[config.mk]
export PLATFORM = sky130hd
export DESIGN_NAME = emac_ctl
export DESIGN_NICKNAME = d
export VERILOG_FILES = /design/src/verilog/emac_ctl_pkg.sv /design/src/verilog/emac_ctl.sv
export SDC_FILE = /design/constraint.sdc
export NUM_CORES = 1
export LEC_CHECK = 0
export BUFFER_PORTS_ARGS = -buffer_cell sky130_fd_sc_hd__buf_4
export CAP_MARGIN = 20
export CORE_ASPECT_RATIO = 0.7
export CORE_MARGIN = 3
export CORE_UTILIZATION = 40
export CTS_CLUSTER_DIAMETER = 50
export DETAILED_ROUTE_END_ITERATION = 10
export PLACE_DENSITY = 0.65
export SYNTH_ARGS = -nofsm -noshare
export SYNTH_HDL_FRONTEND = slang
export SYNTH_HIERARCHICAL = 1
export SYNTH_SLANG_ARGS = --single-unit
[constraint.sdc]
create_clock -name sys_clk -period 4.1 [get_ports sys_clk]
set_clock_uncertainty 0.2 [all_clocks]
set_input_delay 0.41 -clock sys_clk [delete_from_list [all_inputs] [get_ports sys_clk]]
set_output_delay 0.41 -clock sys_clk [all_outputs]
set_load 0.05 [all_outputs]
[src/verilog/emac_ctl_pkg.sv]
// Package for the MAC control and interrupt block: field positions,
// reset values, enumerations and carrier structs shared by its modules.
package emac_ctl_pkg;

    // Interrupt source bit positions, shared by raw and masked views
    localparam int IRQ_PHY = 0;
    localparam int IRQ_MGMT = 1;
    localparam int IRQ_RXER = 2;
    localparam int IRQ_RXOF = 3;
    localparam int IRQ_TX = 4;
    localparam int IRQ_TXER = 5;
    localparam int IRQ_RX = 6;
    localparam int IRQ_COUNT = 7;

    // Reset values
    localparam logic [6:0] IRQ_MASK_RST = 7'h00;
    localparam logic [6:0] IRQ_RAW_RST = 7'h00;

    // Receive FIFO shape and packet counter width
    localparam int RX_WIDTH = 9;
    localparam int RX_DEPTH = 16;
    localparam int PKT_CNT_W = 5;
    localparam logic [4:0] PKT_CNT_RST = 5'h00;

    // Multicast marker: least significant bit of the first address octet
    localparam int MCAST_BIT = 0;

    typedef enum logic [2:0] {
        ST_IDLE = 3'b001,
        ST_PASS = 3'b010,
        ST_DROP = 3'b100
    } rx_state_t;

    // Transmit options
    typedef struct packed {
        logic full_duplex;
        logic auto_fcs;
        logic pad_short;
    } tx_cfg_t;

    // Receive options
    typedef struct packed {
        logic accept_bad_fcs;
        logic accept_multicast;
        logic accept_all;
    } rx_cfg_t;

    // One receive FIFO word: byte plus end-of-frame marker
    typedef struct packed {
        logic last;
        logic [7:0] data;
    } rx_word_t;

endpackage

[src/verilog/emac_ctl.sv]
// MAC control and interrupt block: transmit and receive options,
// start/stop with receive FIFO flush, address filter and the seven
// interrupt sources with mask, raw and masked views.
// Assumes the MAC engines run on sys_clk and give one-cycle event
// pulses, while the PHY pin is asynchronous; the software controls are plain ports.
// How it works
// - Transmit options full duplex, auto FCS and padding are independent settings.
// - Receive options bad FCS, multicast and accept-all are independent settings.
// - Stop turns transmitter and receiver off and flushes the receive FIFO.
// - Start turns transmitter and receiver on and empties the receive FIFO.
// - Clear command deasserts the named sticky sources; a same-cycle event keeps its source set.
// - Only enabled pending sources drive the interrupt line.
// - PHY interrupt pulse raises the PHY event source.
// - Management transaction done raises the management source.
// - Length, FCS or PHY receive error raises the receive error source.
// - Frame larger than free receive FIFO space raises overflow source.
// - Transmit frame sent raises the transmit done source.
// - Retry exhaustion or bad stored length raises transmit error source.
// - Receive available source stands while complete frames wait.
// - Raw and masked status views share one bit layout.
// - Packet count rises at good frame end, falls once frame read out.
// - Without accept-all, frames are filtered on the station address.
`timescale 1ns/1ps

module emac_fifo #(
    parameter int WIDTH = 9,
    parameter int DEPTH = 16
) (
    // Clock and reset
    input wire logic sys_clk,
    input wire logic srst,
    input wire logic flush,
    // Write side
    input wire logic [WIDTH-1:0] in_data,
    input wire logic in_valid,
    output logic in_ready,
    // Read side
    output logic [WIDTH-1:0] out_data,
    output logic out_valid,
    input wire logic out_ready,
    // Fill level
    output logic [$clog2(DEPTH):0] free
);
    localparam int AW = $clog2(DEPTH);
    logic [WIDTH-1:0] mem [DEPTH];
    logic [AW:0] wr_ptr;
    logic [AW:0] rd_ptr;
    wire [AW:0] used = wr_ptr - rd_ptr;
    wire do_wr = in_valid && in_ready;
    wire do_rd = out_valid && out_ready;

    // Full and empty come from the pointer distance
    assign in_ready = (used != (AW+1)'(DEPTH));
    assign out_valid = (used != '0);
    assign out_data = mem[rd_ptr[AW-1:0]];
    assign free = (AW+1)'(DEPTH) - used;

    // Flush only moves pointers; stale words are never seen
    always_ff @(posedge sys_clk) begin
        if (srst || flush) begin
            wr_ptr <= '0;
            rd_ptr <= '0;
        end else begin
            if (do_wr) wr_ptr <= wr_ptr + 1'b1;
            if (do_rd) rd_ptr <= rd_ptr + 1'b1;
        end
    end

    // Storage has no reset
    always_ff @(posedge sys_clk) begin
        if (do_wr) mem[wr_ptr[AW-1:0]] <= in_data;
    end
endmodule

module emac_ctl
    import emac_ctl_pkg::*;
(
    // Clock and reset
    input wire logic sys_clk,
    input wire logic srst,
    // Software configuration
    input wire logic tx_full_duplex,
    input wire logic tx_auto_fcs,
    input wire logic tx_pad_short_frames,
    input wire logic rx_accept_bad_fcs,
    input wire logic rx_accept_multicast,
    input wire logic rx_accept_all_frames,
    input wire logic [47:0] station_addr,
    input wire logic ctl_start,
    input wire logic ctl_stop,
    // Software interrupt control
    input wire logic [6:0] irq_enable_wr,
    input wire logic irq_enable_we,
    input wire logic [6:0] irq_clear,
    // Events from MAC engines and PHY
    input wire logic phy_irq_pin,
    input wire logic mgmt_done,
    input wire logic rx_len_err,
    input wire logic rx_phy_err,
    input wire logic tx_sent,
    input wire logic tx_retry_fail,
    input wire logic tx_len_bad,
    // Receive byte stream from MAC
    input wire logic [7:0] rx_byte,
    input wire logic rx_byte_valid,
    input wire logic rx_sof,
    input wire logic rx_eof,
    input wire logic rx_fcs_ok,
    input wire logic [11:0] rx_frame_len,
    output logic rx_byte_ready,
    // Receive FIFO read side
    output rx_word_t rd_word,
    output logic rd_valid,
    input wire logic rd_ready,
    // Status and controls to engines
    output tx_cfg_t tx_cfg,
    output rx_cfg_t rx_cfg,
    output logic tx_on,
    output logic rx_on,
    output logic [6:0] irq_raw,
    output logic [6:0] irq_masked,
    output logic [6:0] irq_mask,
    output logic [4:0] rx_pkt_count,
    output logic irq_out
);
    rx_state_t state;
    rx_state_t next_state;
    logic phy_s1;
    logic phy_s2;
    logic phy_s3;
    logic [47:0] dest;
    logic [2:0] dest_idx;
    logic fifo_in_ready;
    logic fifo_valid;
    rx_word_t fifo_word;
    logic [4:0] fifo_free;
    logic [6:0] next_raw;
    logic [6:0] event_set;
    logic [4:0] next_count;

    // Options are registered straight through, each independent
    always_ff @(posedge sys_clk) begin
        if (srst) begin
            tx_cfg <= '0;
            rx_cfg <= '0;
        end else begin
            tx_cfg <= '{tx_full_duplex, tx_auto_fcs,
                        tx_pad_short_frames};
            rx_cfg <= '{rx_accept_bad_fcs, rx_accept_multicast,
                        rx_accept_all_frames};
        end
    end

    // Start and stop; stop wins if both arrive together
    always_ff @(posedge sys_clk) begin
        if (srst || ctl_stop) begin
            tx_on <= 1'b0;
            rx_on <= 1'b0;
        end else if (ctl_start) begin
            tx_on <= 1'b1;
            rx_on <= 1'b1;
        end
    end

    // PHY interrupt pin is asynchronous: two flops, then edge detect
    always_ff @(posedge sys_clk) begin
        if (srst) begin
            phy_s1 <= 1'b0;
            phy_s2 <= 1'b0;
            phy_s3 <= 1'b0;
        end else begin
            phy_s1 <= phy_irq_pin;
            phy_s2 <= phy_s1;
            phy_s3 <= phy_s2;
        end
    end

    // Receive filter: collect the destination, then pass or drop
    wire fifo_flush = ctl_stop || ctl_start;
    wire byte_in = rx_byte_valid && rx_byte_ready;
    wire dest_done = (dest_idx == 3'h6);
    wire is_mcast = dest[MCAST_BIT];
    wire addr_hit = (dest == station_addr);
    wire frame_ok = rx_fcs_ok || rx_cfg.accept_bad_fcs;
    wire accept = rx_cfg.accept_all || addr_hit ||
                  (is_mcast && rx_cfg.accept_multicast);
    wire too_big = rx_sof && rx_on &&
                   ({7'h00, fifo_free} < rx_frame_len);
    // Count follows the stored last flag, so every counted frame is
    // also the one a reader later pops with last set
    wire pkt_in = byte_in && rx_eof && state == ST_PASS &&
                  frame_ok;
    wire pkt_out = fifo_valid && rd_ready && fifo_word.last;

    // Dropping also drains bytes so the MAC never stalls on them
    assign rx_byte_ready = (state == ST_DROP) || !rx_on ||
                           (state == ST_PASS && fifo_in_ready) ||
                           (state == ST_IDLE && !dest_done);
    assign next_state = !rx_on ? ST_IDLE :
        (byte_in && rx_eof) ? ST_IDLE :
        (state == ST_IDLE && rx_sof && too_big) ? ST_DROP :
        (state == ST_IDLE && dest_done) ?
            (accept ? ST_PASS : ST_DROP) : state;

    // Destination octets arrive first, lowest octet in low bits
    always_ff @(posedge sys_clk) begin
        if (srst || (byte_in && rx_eof) || !rx_on) begin
            state <= ST_IDLE;
            dest_idx <= 3'h0;
            dest <= '0;
        end else begin
            state <= next_state;
            if (byte_in && state == ST_IDLE && !dest_done) begin
                dest[dest_idx*8 +: 8] <= rx_byte;
                dest_idx <= dest_idx + 3'h1;
            end
        end
    end

    // Address bytes stay in the filter register and are not replayed:
    // only bytes after the destination are stored in the FIFO.
    emac_fifo #(.WIDTH(RX_WIDTH), .DEPTH(RX_DEPTH)) u_rx_fifo (
        .sys_clk(sys_clk),
        .srst(srst),
        .flush(fifo_flush),
        .in_data({rx_eof && frame_ok, rx_byte}),
        .in_valid(rx_byte_valid && state == ST_PASS),
        .in_ready(fifo_in_ready),
        .out_data(fifo_word),
        .out_valid(fifo_valid),
        .out_ready(rd_ready),
        .free(fifo_free)
    );

    // Packet count follows completed frames in and out
    assign next_count = fifo_flush ? PKT_CNT_RST :
        rx_pkt_count + {4'h0, pkt_in} - {4'h0, pkt_out};

    // Event sources into the sticky raw bits
    assign event_set[IRQ_PHY] = phy_s2 && !phy_s3;
    assign event_set[IRQ_MGMT] = mgmt_done;
    assign event_set[IRQ_RXER] = byte_in && rx_eof &&
        (!rx_fcs_ok || rx_len_err || rx_phy_err);
    assign event_set[IRQ_RXOF] = too_big;
    assign event_set[IRQ_TX] = tx_sent;
    assign event_set[IRQ_TXER] = tx_retry_fail || tx_len_bad;
    assign event_set[IRQ_RX] = (next_count != PKT_CNT_RST);

    // Set beats clear in the same cycle, so no event is lost
    // Receive available is a level that follows the count, not latched
    wire [6:0] sticky_raw = (irq_raw & ~irq_clear) | event_set;
    wire [6:0] level_sel = 7'(1 << IRQ_RX);
    assign next_raw = (sticky_raw & ~level_sel) |
                      (event_set & level_sel);

    always_ff @(posedge sys_clk) begin
        if (srst) begin
            irq_raw <= IRQ_RAW_RST;
            irq_mask <= IRQ_MASK_RST;
            rx_pkt_count <= PKT_CNT_RST;
        end else begin
            irq_raw <= next_raw;
            rx_pkt_count <= next_count;
            if (irq_enable_we) irq_mask <= irq_enable_wr;
        end
    end

    // Masked view and line are registered from the next raw bits and the next mask
    always_ff @(posedge sys_clk) begin
        if (srst) begin
            irq_masked <= IRQ_RAW_RST;
            irq_out <= 1'b0;
        end else begin
            irq_masked <= next_raw & (irq_enable_we ? irq_enable_wr
                                                    : irq_mask);
            irq_out <= |(next_raw & (irq_enable_we ? irq_enable_wr
                                                   : irq_mask));
        end
    end

    assign rd_word = fifo_word;
    assign rd_valid = fifo_valid;

    a_stop_off: assert property (@(posedge sys_clk) disable iff (srst)
        ctl_stop |=> !tx_on && !rx_on && !rd_valid)
        else $error("stop did not disable engines");
    a_start_on: assert property (@(posedge sys_clk) disable iff (srst)
        ctl_start && !ctl_stop |=> tx_on && rx_on && !rd_valid)
        else $error("start did not enable engines");
    a_clear_exact: assert property (@(posedge sys_clk) disable iff (srst)
        irq_clear[IRQ_TX] && !tx_sent |=> !irq_raw[IRQ_TX])
        else $error("cleared source still pending");
    a_line_masked: assert property (@(posedge sys_clk) disable iff (srst)
        irq_out == |irq_masked)
        else $error("line disagrees with masked view");
    a_view_same: assert property (@(posedge sys_clk) disable iff (srst)
        (irq_masked & ~irq_raw) == 7'h00)
        else $error("masked bit without raw bit");
    a_phy_edge: assert property (@(posedge sys_clk) disable iff (srst)
        $rose(phy_s2) |=> irq_raw[IRQ_PHY])
        else $error("phy event not latched");
    a_mgmt_set: assert property (@(posedge sys_clk) disable iff (srst)
        mgmt_done |=> irq_raw[IRQ_MGMT])
        else $error("management done not latched");
    a_tx_err: assert property (@(posedge sys_clk) disable iff (srst)
        tx_retry_fail || tx_len_bad |=> irq_raw[IRQ_TXER])
        else $error("transmit error not latched");
    a_raw_sticky: assert property (@(posedge sys_clk) disable iff (srst)
        irq_raw[IRQ_TX] && !irq_clear[IRQ_TX] |=> irq_raw[IRQ_TX])
        else $error("raw bit dropped without clear");
    a_rx_avail: assert property (@(posedge sys_clk) disable iff (srst)
        irq_raw[IRQ_RX] || rx_pkt_count == 5'h00)
        else $error("frames waiting without available flag");
endmodule

==> impl_metrics.yaml, run 1 <==
status:
  status: "complete, no violations"
global_route:
  antenna_found_initial: 0
  grt_pass1_wl_um: 39100
  met3_usage_pct: 3.31
  use_met1_pct: 24.6
  grt.busiest_layer: "met2"
  use_met2_pct: 28.0
  grt_pass1_vias: 7046
  grt_max_degree: 54
  grt-ovfl-total: 0
  grt_usage_pct: 17.1
route:
  drt_iter0_markers: 368
  wl_per_cell_um: 17.7
  drc: 0
  detail_route.first_pass.iterations: 4
  antenna_left: 0
  vias: 6886
  viasPerCell: 4.96
  routed_wl_um: 24600
place:
  place_ws_ns: -0.0283
  io_buffers: 149
  dp.cells: 1318
  dp_hpwl_um: 16900
  dpl_cell_area_um2: 12300
  routabilityCongestion: 0.789
timing:
  layout_setup_ws_ns: 0.0603
  setup_viol: 0
  hold_viol: 0
  min_period_ns: 4.04
  relSlewSlack_pct: 41.2
  worst_pin_slew_ns: 0.875
  slew_violations: 0
  post-route-period-util_pct: 98.5
  rsz0062_at_grt: "true"
  max_freq_ghz: 0.248
clock_network:
  ctsLongestPathBuffers: 3
  clk_latency_ns: 0.52
  cts.clk_slew.worst_paths_ns: 0.06
  h-tree-depth: 1
  cts.sinks: 249
  cts_made_buffers: 25
  cts_tree: "yes"
  ctsRootBufferMaster: "clkbuf_16"
setup_path:
  cpPeakStageDelay_ns: 0.57
  worst_setup_path_end_kind: "register"
  cp-endpoint: "irq_out$_SDFF_PP0_"
  critPathBufInv: 5
  r2r_slack_ns: 0.06
  cp-startpoint: "u_rx_fifo/wr_ptr[0]$_SDFFE_PP0P_"
  crit_type: "reg -> reg"
  crit_chain: "inv_4, ha_4, fa_2, ha_4, nand2_2, a21oi_2, ha_2, inv_2, nand3_2, o211ai_1, nand3_1, ha_1, inv_1, ha_2, inv_2, fa_2, inv_2, a21o_1, a21oi_2, xnor2_2, o31ai_4, o2111ai_2"
  cpLargestDelayFamily: "adder cells"
  r2r_end: "irq_out$_SDFF_PP0_"
  cp.depth: 22
  cp_max_fo: 3
  cp_slowest_cell: "fa_2"
  cp.required_ns: 4.28
  reg2reg_from: "u_rx_fifo/wr_ptr[0]$_SDFFE_PP0P_"
  crit_arrival_ns: 4.22
  r2r_cells: 22
  cpMostUsedCell: "inv_2"
  start_kind: "register"
power:
  p_int_mw: 4.30
  vdd_drop_max_uv: 286
  p_switching_mw: 1.15
  seq_power_share_pct: 48.9
  power_frac_comb_pct: 5.6
  p_per_area_nw_per_um2: 403
  swShare_pct: 21.1
  clkPwrFrac_pct: 45.5
  power.total_mw: 5.44
  cellLeakagePower_nw: 4.83
final_layout:
  final_area_um2: 13500
  post-route-util_pct: 52.2
  antenna_cells: 0
  area_growth_pct: 27.4
  stdcell_count: 1389
  drive_gt1_share_pct: 28.2
  fin_nets: 1145
yosys:
  syn_inst: 809
  syn_area_per_cell_um2: 13.1
  synthFlopType: "edfxtp_1"
  yosysUniqueCellTypes: 51
  synth-edff-count: 144
  yosysWarnings: 6
  syn_nets: 941
  synth_area_um2: 10600
  async_flop_share_pct: 0
  yosys_register_bits: 249
  yosysSeqAreaShare_pct: 60.6
run:
  maxCapViolCount: 0
floorplanning:
  die-area_um2: 28500
  die_x_um: 201
  start_util_pct: 41.0
  die_h_um: 142
  io_pins: 151
  core_region_area_um2: 25900
  num_rows: 49
min_path:
  hold_class: "in -> reg"
==> state kept, by name, summed over array words and instances (netlist names), 3 cells and up, named ones only <==
register,cells
dest,48
dest_idx,3
irq_mask,7
irq_masked,7
irq_raw,7
rx_cfg,3
rx_pkt_count,5
state,3
tx_cfg,3
u_rx_fifo/mem,144
u_rx_fifo/rd_ptr,5
u_rx_fifo/wr_ptr,5
==> worst register-to-register path, delay by kind of cell, from the launching register on <==
family | cells | cell delay (ns)
compound gates | 6 | 0.84
flops | 1 | 0.35
xor+xnor | 1 | 0.17
simple gates | 3 | 0.20
buf+inv | 5 | 0.24
fa+ha+maj | 7 | 1.88
==> cells by family after synthesis <==
logic type	after synthesis	synth area share (%)
muxes	57	10.1
AOI/OAI and AO/OA	87	4.97
buffers and inverters	69	3.25
xor gates and xnor gates	68	5.75
and+or+nand+nor	252	11.9
DFF	249	60.6
adders and majority gates	27	3.33
==> cell usage in the layout (no fill, tap or decap), drive strengths merged, types with 2 or more instances in the layout <==
| master | netlist | routed |
|---|---|---|
| a211oi | 2 | 2 |
| a21o | 2 | 2 |
| a21oi | 50 | 50 |
| a22oi | 19 | 19 |
| and3 | 3 | 3 |
| buf | 13 | 191 |
| bufinv | 0 | 6 |
| clkbuf | 20 | 26 |
| clkinv | 0 | 7 |
| clkinvlp | 0 | 4 |
| dfxtp | 105 | 105 |
| dlygate4sd3 | 0 | 21 |
| edfxtp | 144 | 144 |
| fa | 2 | 2 |
| ha | 25 | 25 |
| inv | 34 | 37 |
| mux2i | 21 | 21 |
| mux4 | 36 | 36 |
| nand2 | 60 | 60 |
| nand2b | 16 | 16 |
| nand3 | 30 | 30 |
| nand3b | 2 | 2 |
| nand4 | 19 | 19 |
| nor2 | 71 | 71 |
| nor2b | 19 | 19 |
| nor3 | 14 | 14 |
| nor3b | 2 | 2 |
| nor4 | 8 | 8 |
| o21a | 2 | 2 |
| o21ai | 4 | 4 |
| or2 | 2 | 2 |
| or3 | 3 | 3 |
| xnor2 | 59 | 59 |
| xor2 | 8 | 8 |
==> layer usage <==
metal  share of wire (%)  wire length, um
met1                  47            11600
met2                  46            11300
met3                 5.8             1420
met4                 1.1              275
met5                   0                0
==> worst min-delay path by stage <==
stage / startpoint / end / slack (ns) / cells after the start
finish: irq_clear[4] / irq_raw[4]$_SDFF_PP0_ / 0.03 / 4
global route: irq_clear[4] / irq_raw[4]$_SDFF_PP0_ / 0.05 / 4
CTS: irq_clear[4] / irq_raw[4]$_SDFF_PP0_ / 0.006 / 4
detailed placement: phy_s1$_SDFF_PP0_ / phy_s2$_SDFF_PP0_ / 0.24 / 1
global placement: phy_s1$_SDFF_PP0_ / phy_s2$_SDFF_PP0_ / 0.22 / 1
floorplan: phy_s1$_SDFF_PP0_ / phy_s2$_SDFF_PP0_ / 0.21 / 1
==> Yosys cell counts (2+ instances only) <==
| cell type | n | area share, % |
|---|---|---|
| nor3_1 | 12 | 0.57 |
| nor3b_4 | 2 | 0.35 |
| nor3_4 | 2 | 0.31 |
| ha_1 | 25 | 3.0 |
| nor4_2 | 2 | 0.24 |
| mux4_2 | 22 | 4.7 |
| inv_1 | 34 | 1.2 |
| and3_1 | 3 | 0.18 |
| nor2_1 | 71 | 2.5 |
| nand3_1 | 30 | 1.4 |
| clkdlybuf4s25_2 | 2 | 0.19 |
| mux2i_1 | 21 | 2.0 |
| mux4_1 | 14 | 3.5 |
| dfxtp_1 | 105 | 20 |
| buf_2 | 4 | 0.19 |
| edfxtp_1 | 144 | 41 |
| or3_1 | 3 | 0.18 |
| o21ai_0 | 4 | 0.19 |
| a22oi_1 | 19 | 1.3 |
| a211oi_1 | 2 | 0.14 |
| buf_4 | 5 | 0.35 |
| fa_1 | 2 | 0.38 |
| buf_6 | 3 | 0.32 |
| nand3b_1 | 2 | 0.14 |
| a21o_1 | 2 | 0.14 |
| nand4_1 | 19 | 1.1 |
| a21oi_1 | 50 | 2.4 |
| nor2b_1 | 19 | 1.1 |
| or2_2 | 2 | 0.12 |
| nand2_1 | 59 | 2.1 |
| o21a_1 | 2 | 0.14 |
| clkbuf_1 | 19 | 0.67 |
| xor2_1 | 8 | 0.66 |
| nor4_1 | 6 | 0.35 |
| xnor2_1 | 59 | 4.9 |
| nand2b_1 | 16 | 0.94 |
==> power by group through the flow <==
stage,clock [mW],sequential [mW],combinational [mW]
floorplan,0,2.77,0.0822
global placement,0,2.72,0.285
detailed placement,0,2.72,0.288
CTS,2.53,2.66,0.305
global route,2.63,2.66,0.327
finish,2.48,2.66,0.304
==> through the flow <==
step           hold WS, ns  TNS [ns]
2_1_floorplan        0.214    -0.478
3_3_place_gp         0.220         0
3_5_place_dp         0.236   -0.0283
4_1_cts            0.00645         0
5_1_grt             0.0494    -0.164
6_report            0.0323         0
==> cell type report <==
cell class                      instances  area [um2]
Fill cell                            2242       12400
Sequential cell                       249        6430
Multi-Input combinational cell        491        3930
Timing Repair Buffer                  212        1660
Clock buffer                           26         629
Tap cell                              357         447
Clock inverter                         20         272
Inverter                               34         130
==> what timing repair did <==
item	in CTS	in global routing
setup buffers	0	4
endpoints found under the hold margin	19	0
hold buffers	21	0
pin swaps	1	14
gates resized for setup	1	17
setup endpoints to repair	1	3
Note: power is estimated with default switching activity, not from simulation.
==> run 2: changes to the inputs <==
REMOVE_ABC_BUFFERS = 1   (was not set)
==> impl_metrics.yaml, run 2 (synthesized netlist as in run 1, its figures left out) <==
power:
  cellLeakagePower_nw: 4.82
  power.total_mw: 5.36
  vdd_drop_max_uv: 294
  p_per_area_nw_per_um2: 398
timing:
  hold_slack_ns: 0.0422
  rsz0062_at_grt: "true"
  min_period_ns: 3.95
  setup_viol: 0
  hold_viol: 0
  slew_violations: 0
  tns_ns: 0
  worst_pin_slew_ns: 0.961
  max_freq_ghz: 0.253
  post-route-period-util_pct: 96.4
  relSlewSlack_pct: 35.4
clock_network:
  ctsLongestPathBuffers: 3
  ctsRootBufferMaster: "clkbuf_16"
  cts_made_buffers: 26
  clk_latency_ns: 0.53
  cts_tree: "yes"
  cts.clk_slew.worst_paths_ns: 0.07
  h-tree-depth: 1
  cts.sinks: 249
final_layout:
  post-route-util_pct: 52.1
  drive_gt1_share_pct: 28.3
  area_growth_pct: 27.1
  stdcell_count: 1390
  nFillCells: 2238
  final_cell_mix: "193 x buf_4, 144 x edfxtp_1, 101 x dfxtp_1"
  fin_nets: 1147
  layout_commonest_cell: "buf_4"
  largest_reg_flops: 144
  antenna_cells: 0
route:
  drt_iter0_markers: 523
  drc: 0
  wl_per_cell_um: 18.5
  vias: 7082
  antenna_left: 0
  viasPerCell: 5.09
  routed_wl_um: 25800
  detail_route.first_pass.iterations: 5
setup_path:
  crit_type: "reg -> reg"
  reg2reg_from: "u_rx_fifo/wr_ptr[1]$_SDFFE_PP0P_"
  r2r_end: "irq_out$_SDFF_PP0_"
  crit_arrival_ns: 4.15
  cpPeakStageDelay_ns: 0.41
  crit_chain: "ha_4, nor2b_1, o21a_1, or3_4, a21oi_4, ha_2, inv_2, nand3_2, o211ai_1, nand3_1, ha_1, inv_2, ha_4, inv_2, fa_2, inv_2, a21o_1, a21oi_2, xnor2_2, o31ai_2, o2111ai_1"
  cp.required_ns: 4.30
  cpMostUsedCell: "inv_2"
  cp_max_fo: 3
  r2r_slack_ns: 0.15
  start_kind: "register"
  cp_slowest_cell: "or3_4"
  worst_setup_path_end_kind: "register"
  r2r_cells: 21
floorplanning:
  start_util_pct: 41.0
  core_region_area_um2: 25900
  io_pins: 151
  die_x_um: 201
  die-area_um2: 28500
  die_h_um: 142
  num_rows: 49
status:
  status: "complete, no violations"
global_route:
  antenna_found_initial: 0
  grt_max_degree: 54
  grt_pass1_wl_um: 40200
  grt-ovfl-total: 0
  grt_pass1_vias: 7226
  grt_usage_pct: 17.9
place:
  dp.cells: 1320
  routabilityCongestion: 0.802
  dp_hpwl_um: 17200
  io_buffers: 149
min_path:
  holdPathStages: 4
  hold_start: "irq_clear[1]"
  min_to: "irq_raw[1]$_SDFF_PP0_"
  hold_class: "in -> reg"
run:
  maxCapViolCount: 0
## run 2: cell count changes in the layout (fill, tap and decap cells not counted), moves of 2 or more
cell,previous run,this run
clkbuf_1,1,4
ha_2,3,1
bufinv_16,6,3
clkbuf_16,25,27
ha_4,3,5
buf_4,190,193
inv_2,4,6
## run 2: how the worst max path moves through the flow
| stage | startpoint | to | slack (ns) | cells after the start |
|---|---|---|---|---|
| 2_1_floorplan | register | irq_out$_SDFF_PP0_ | -0.83 | 15 |
| 3_3_place_gp | u_rx_fifo/wr_ptr[0]$_SDFFE_PP0P_ | irq_out$_SDFF_PP0_ | 0.01 | 22 |
| 3_5_place_dp | u_rx_fifo/wr_ptr[0]$_SDFFE_PP0P_ | irq_out$_SDFF_PP0_ | -0.12 | 20 |
| 4_1_cts | u_rx_fifo/wr_ptr[0]$_SDFFE_PP0P_ | irq_out$_SDFF_PP0_ | 0.04 | 22 |
| 5_1_grt | u_rx_fifo/wr_ptr[1]$_SDFFE_PP0P_ | irq_out$_SDFF_PP0_ | -0.05 | 21 |
| 6_report | u_rx_fifo/wr_ptr[1]$_SDFFE_PP0P_ | irq_out$_SDFF_PP0_ | 0.15 | 21 |
## run 2: routing by layer
layer  up-vias  share of wire [%]  GRT usage (%)
met5         -                  0              0
met4         0                1.0           2.70
met3        23                8.4           3.54
met2       270                 44           28.5
met1      3440                 46           26.2
li1       3349                  -              -
## run 2: power breakdown
part | internal, mW | total (mW) | switching (mW)
logic | 0.135 | 0.305 | 0.169
registers | 2.65 | 2.66 | 0.00828
clock network | 1.40 | 2.39 | 0.988
total | 4.19 | 5.36 | 1.17
## run 2: critical path, delay by kind of cell (launching register included)
| kind | cells | cell delay, ns |
|---|---|---|
| and+or+nand+nor | 4 | 0.70 |
| DFF | 1 | 0.36 |
| AOI/OAI and AO/OA | 7 | 1.02 |
| adders and majority gates | 5 | 1.19 |
| buffers and inverters | 4 | 0.21 |
| xor gates and xnor gates | 1 | 0.15 |
## run 2: stage by stage
stage | setup WS [ns] | instance area [um2]
floorplan | -0.830 | 10400
global placement | 0.0122 | 12200
detailed placement | -0.122 | 12200
CTS | 0.0433 | 13300
global route | -0.0539 | 13500
finish | 0.148 | 13500
## run 2: layout make-up
cell class	instances	area, um2	share of cell area, %
Clock inverter	15	171	1.27
Clock buffer	31	691	5.13
Inverter	34	128	0.947
Multi-Input combinational cell	491	3950	29.3
Tap cell	357	447	3.32
Sequential cell	249	6430	47.8
Timing Repair Buffer	213	1650	12.2
## run 2: repair_timing
action | in CTS | in global routing
endpoints found under the hold margin | 18 | 0
buffers inserted | 1 | 3
pin swaps | 2 | 13
endpoints found under the setup margin | 2 | 4
hold buffers | 20 | 0
resized for setup | 5 | 27
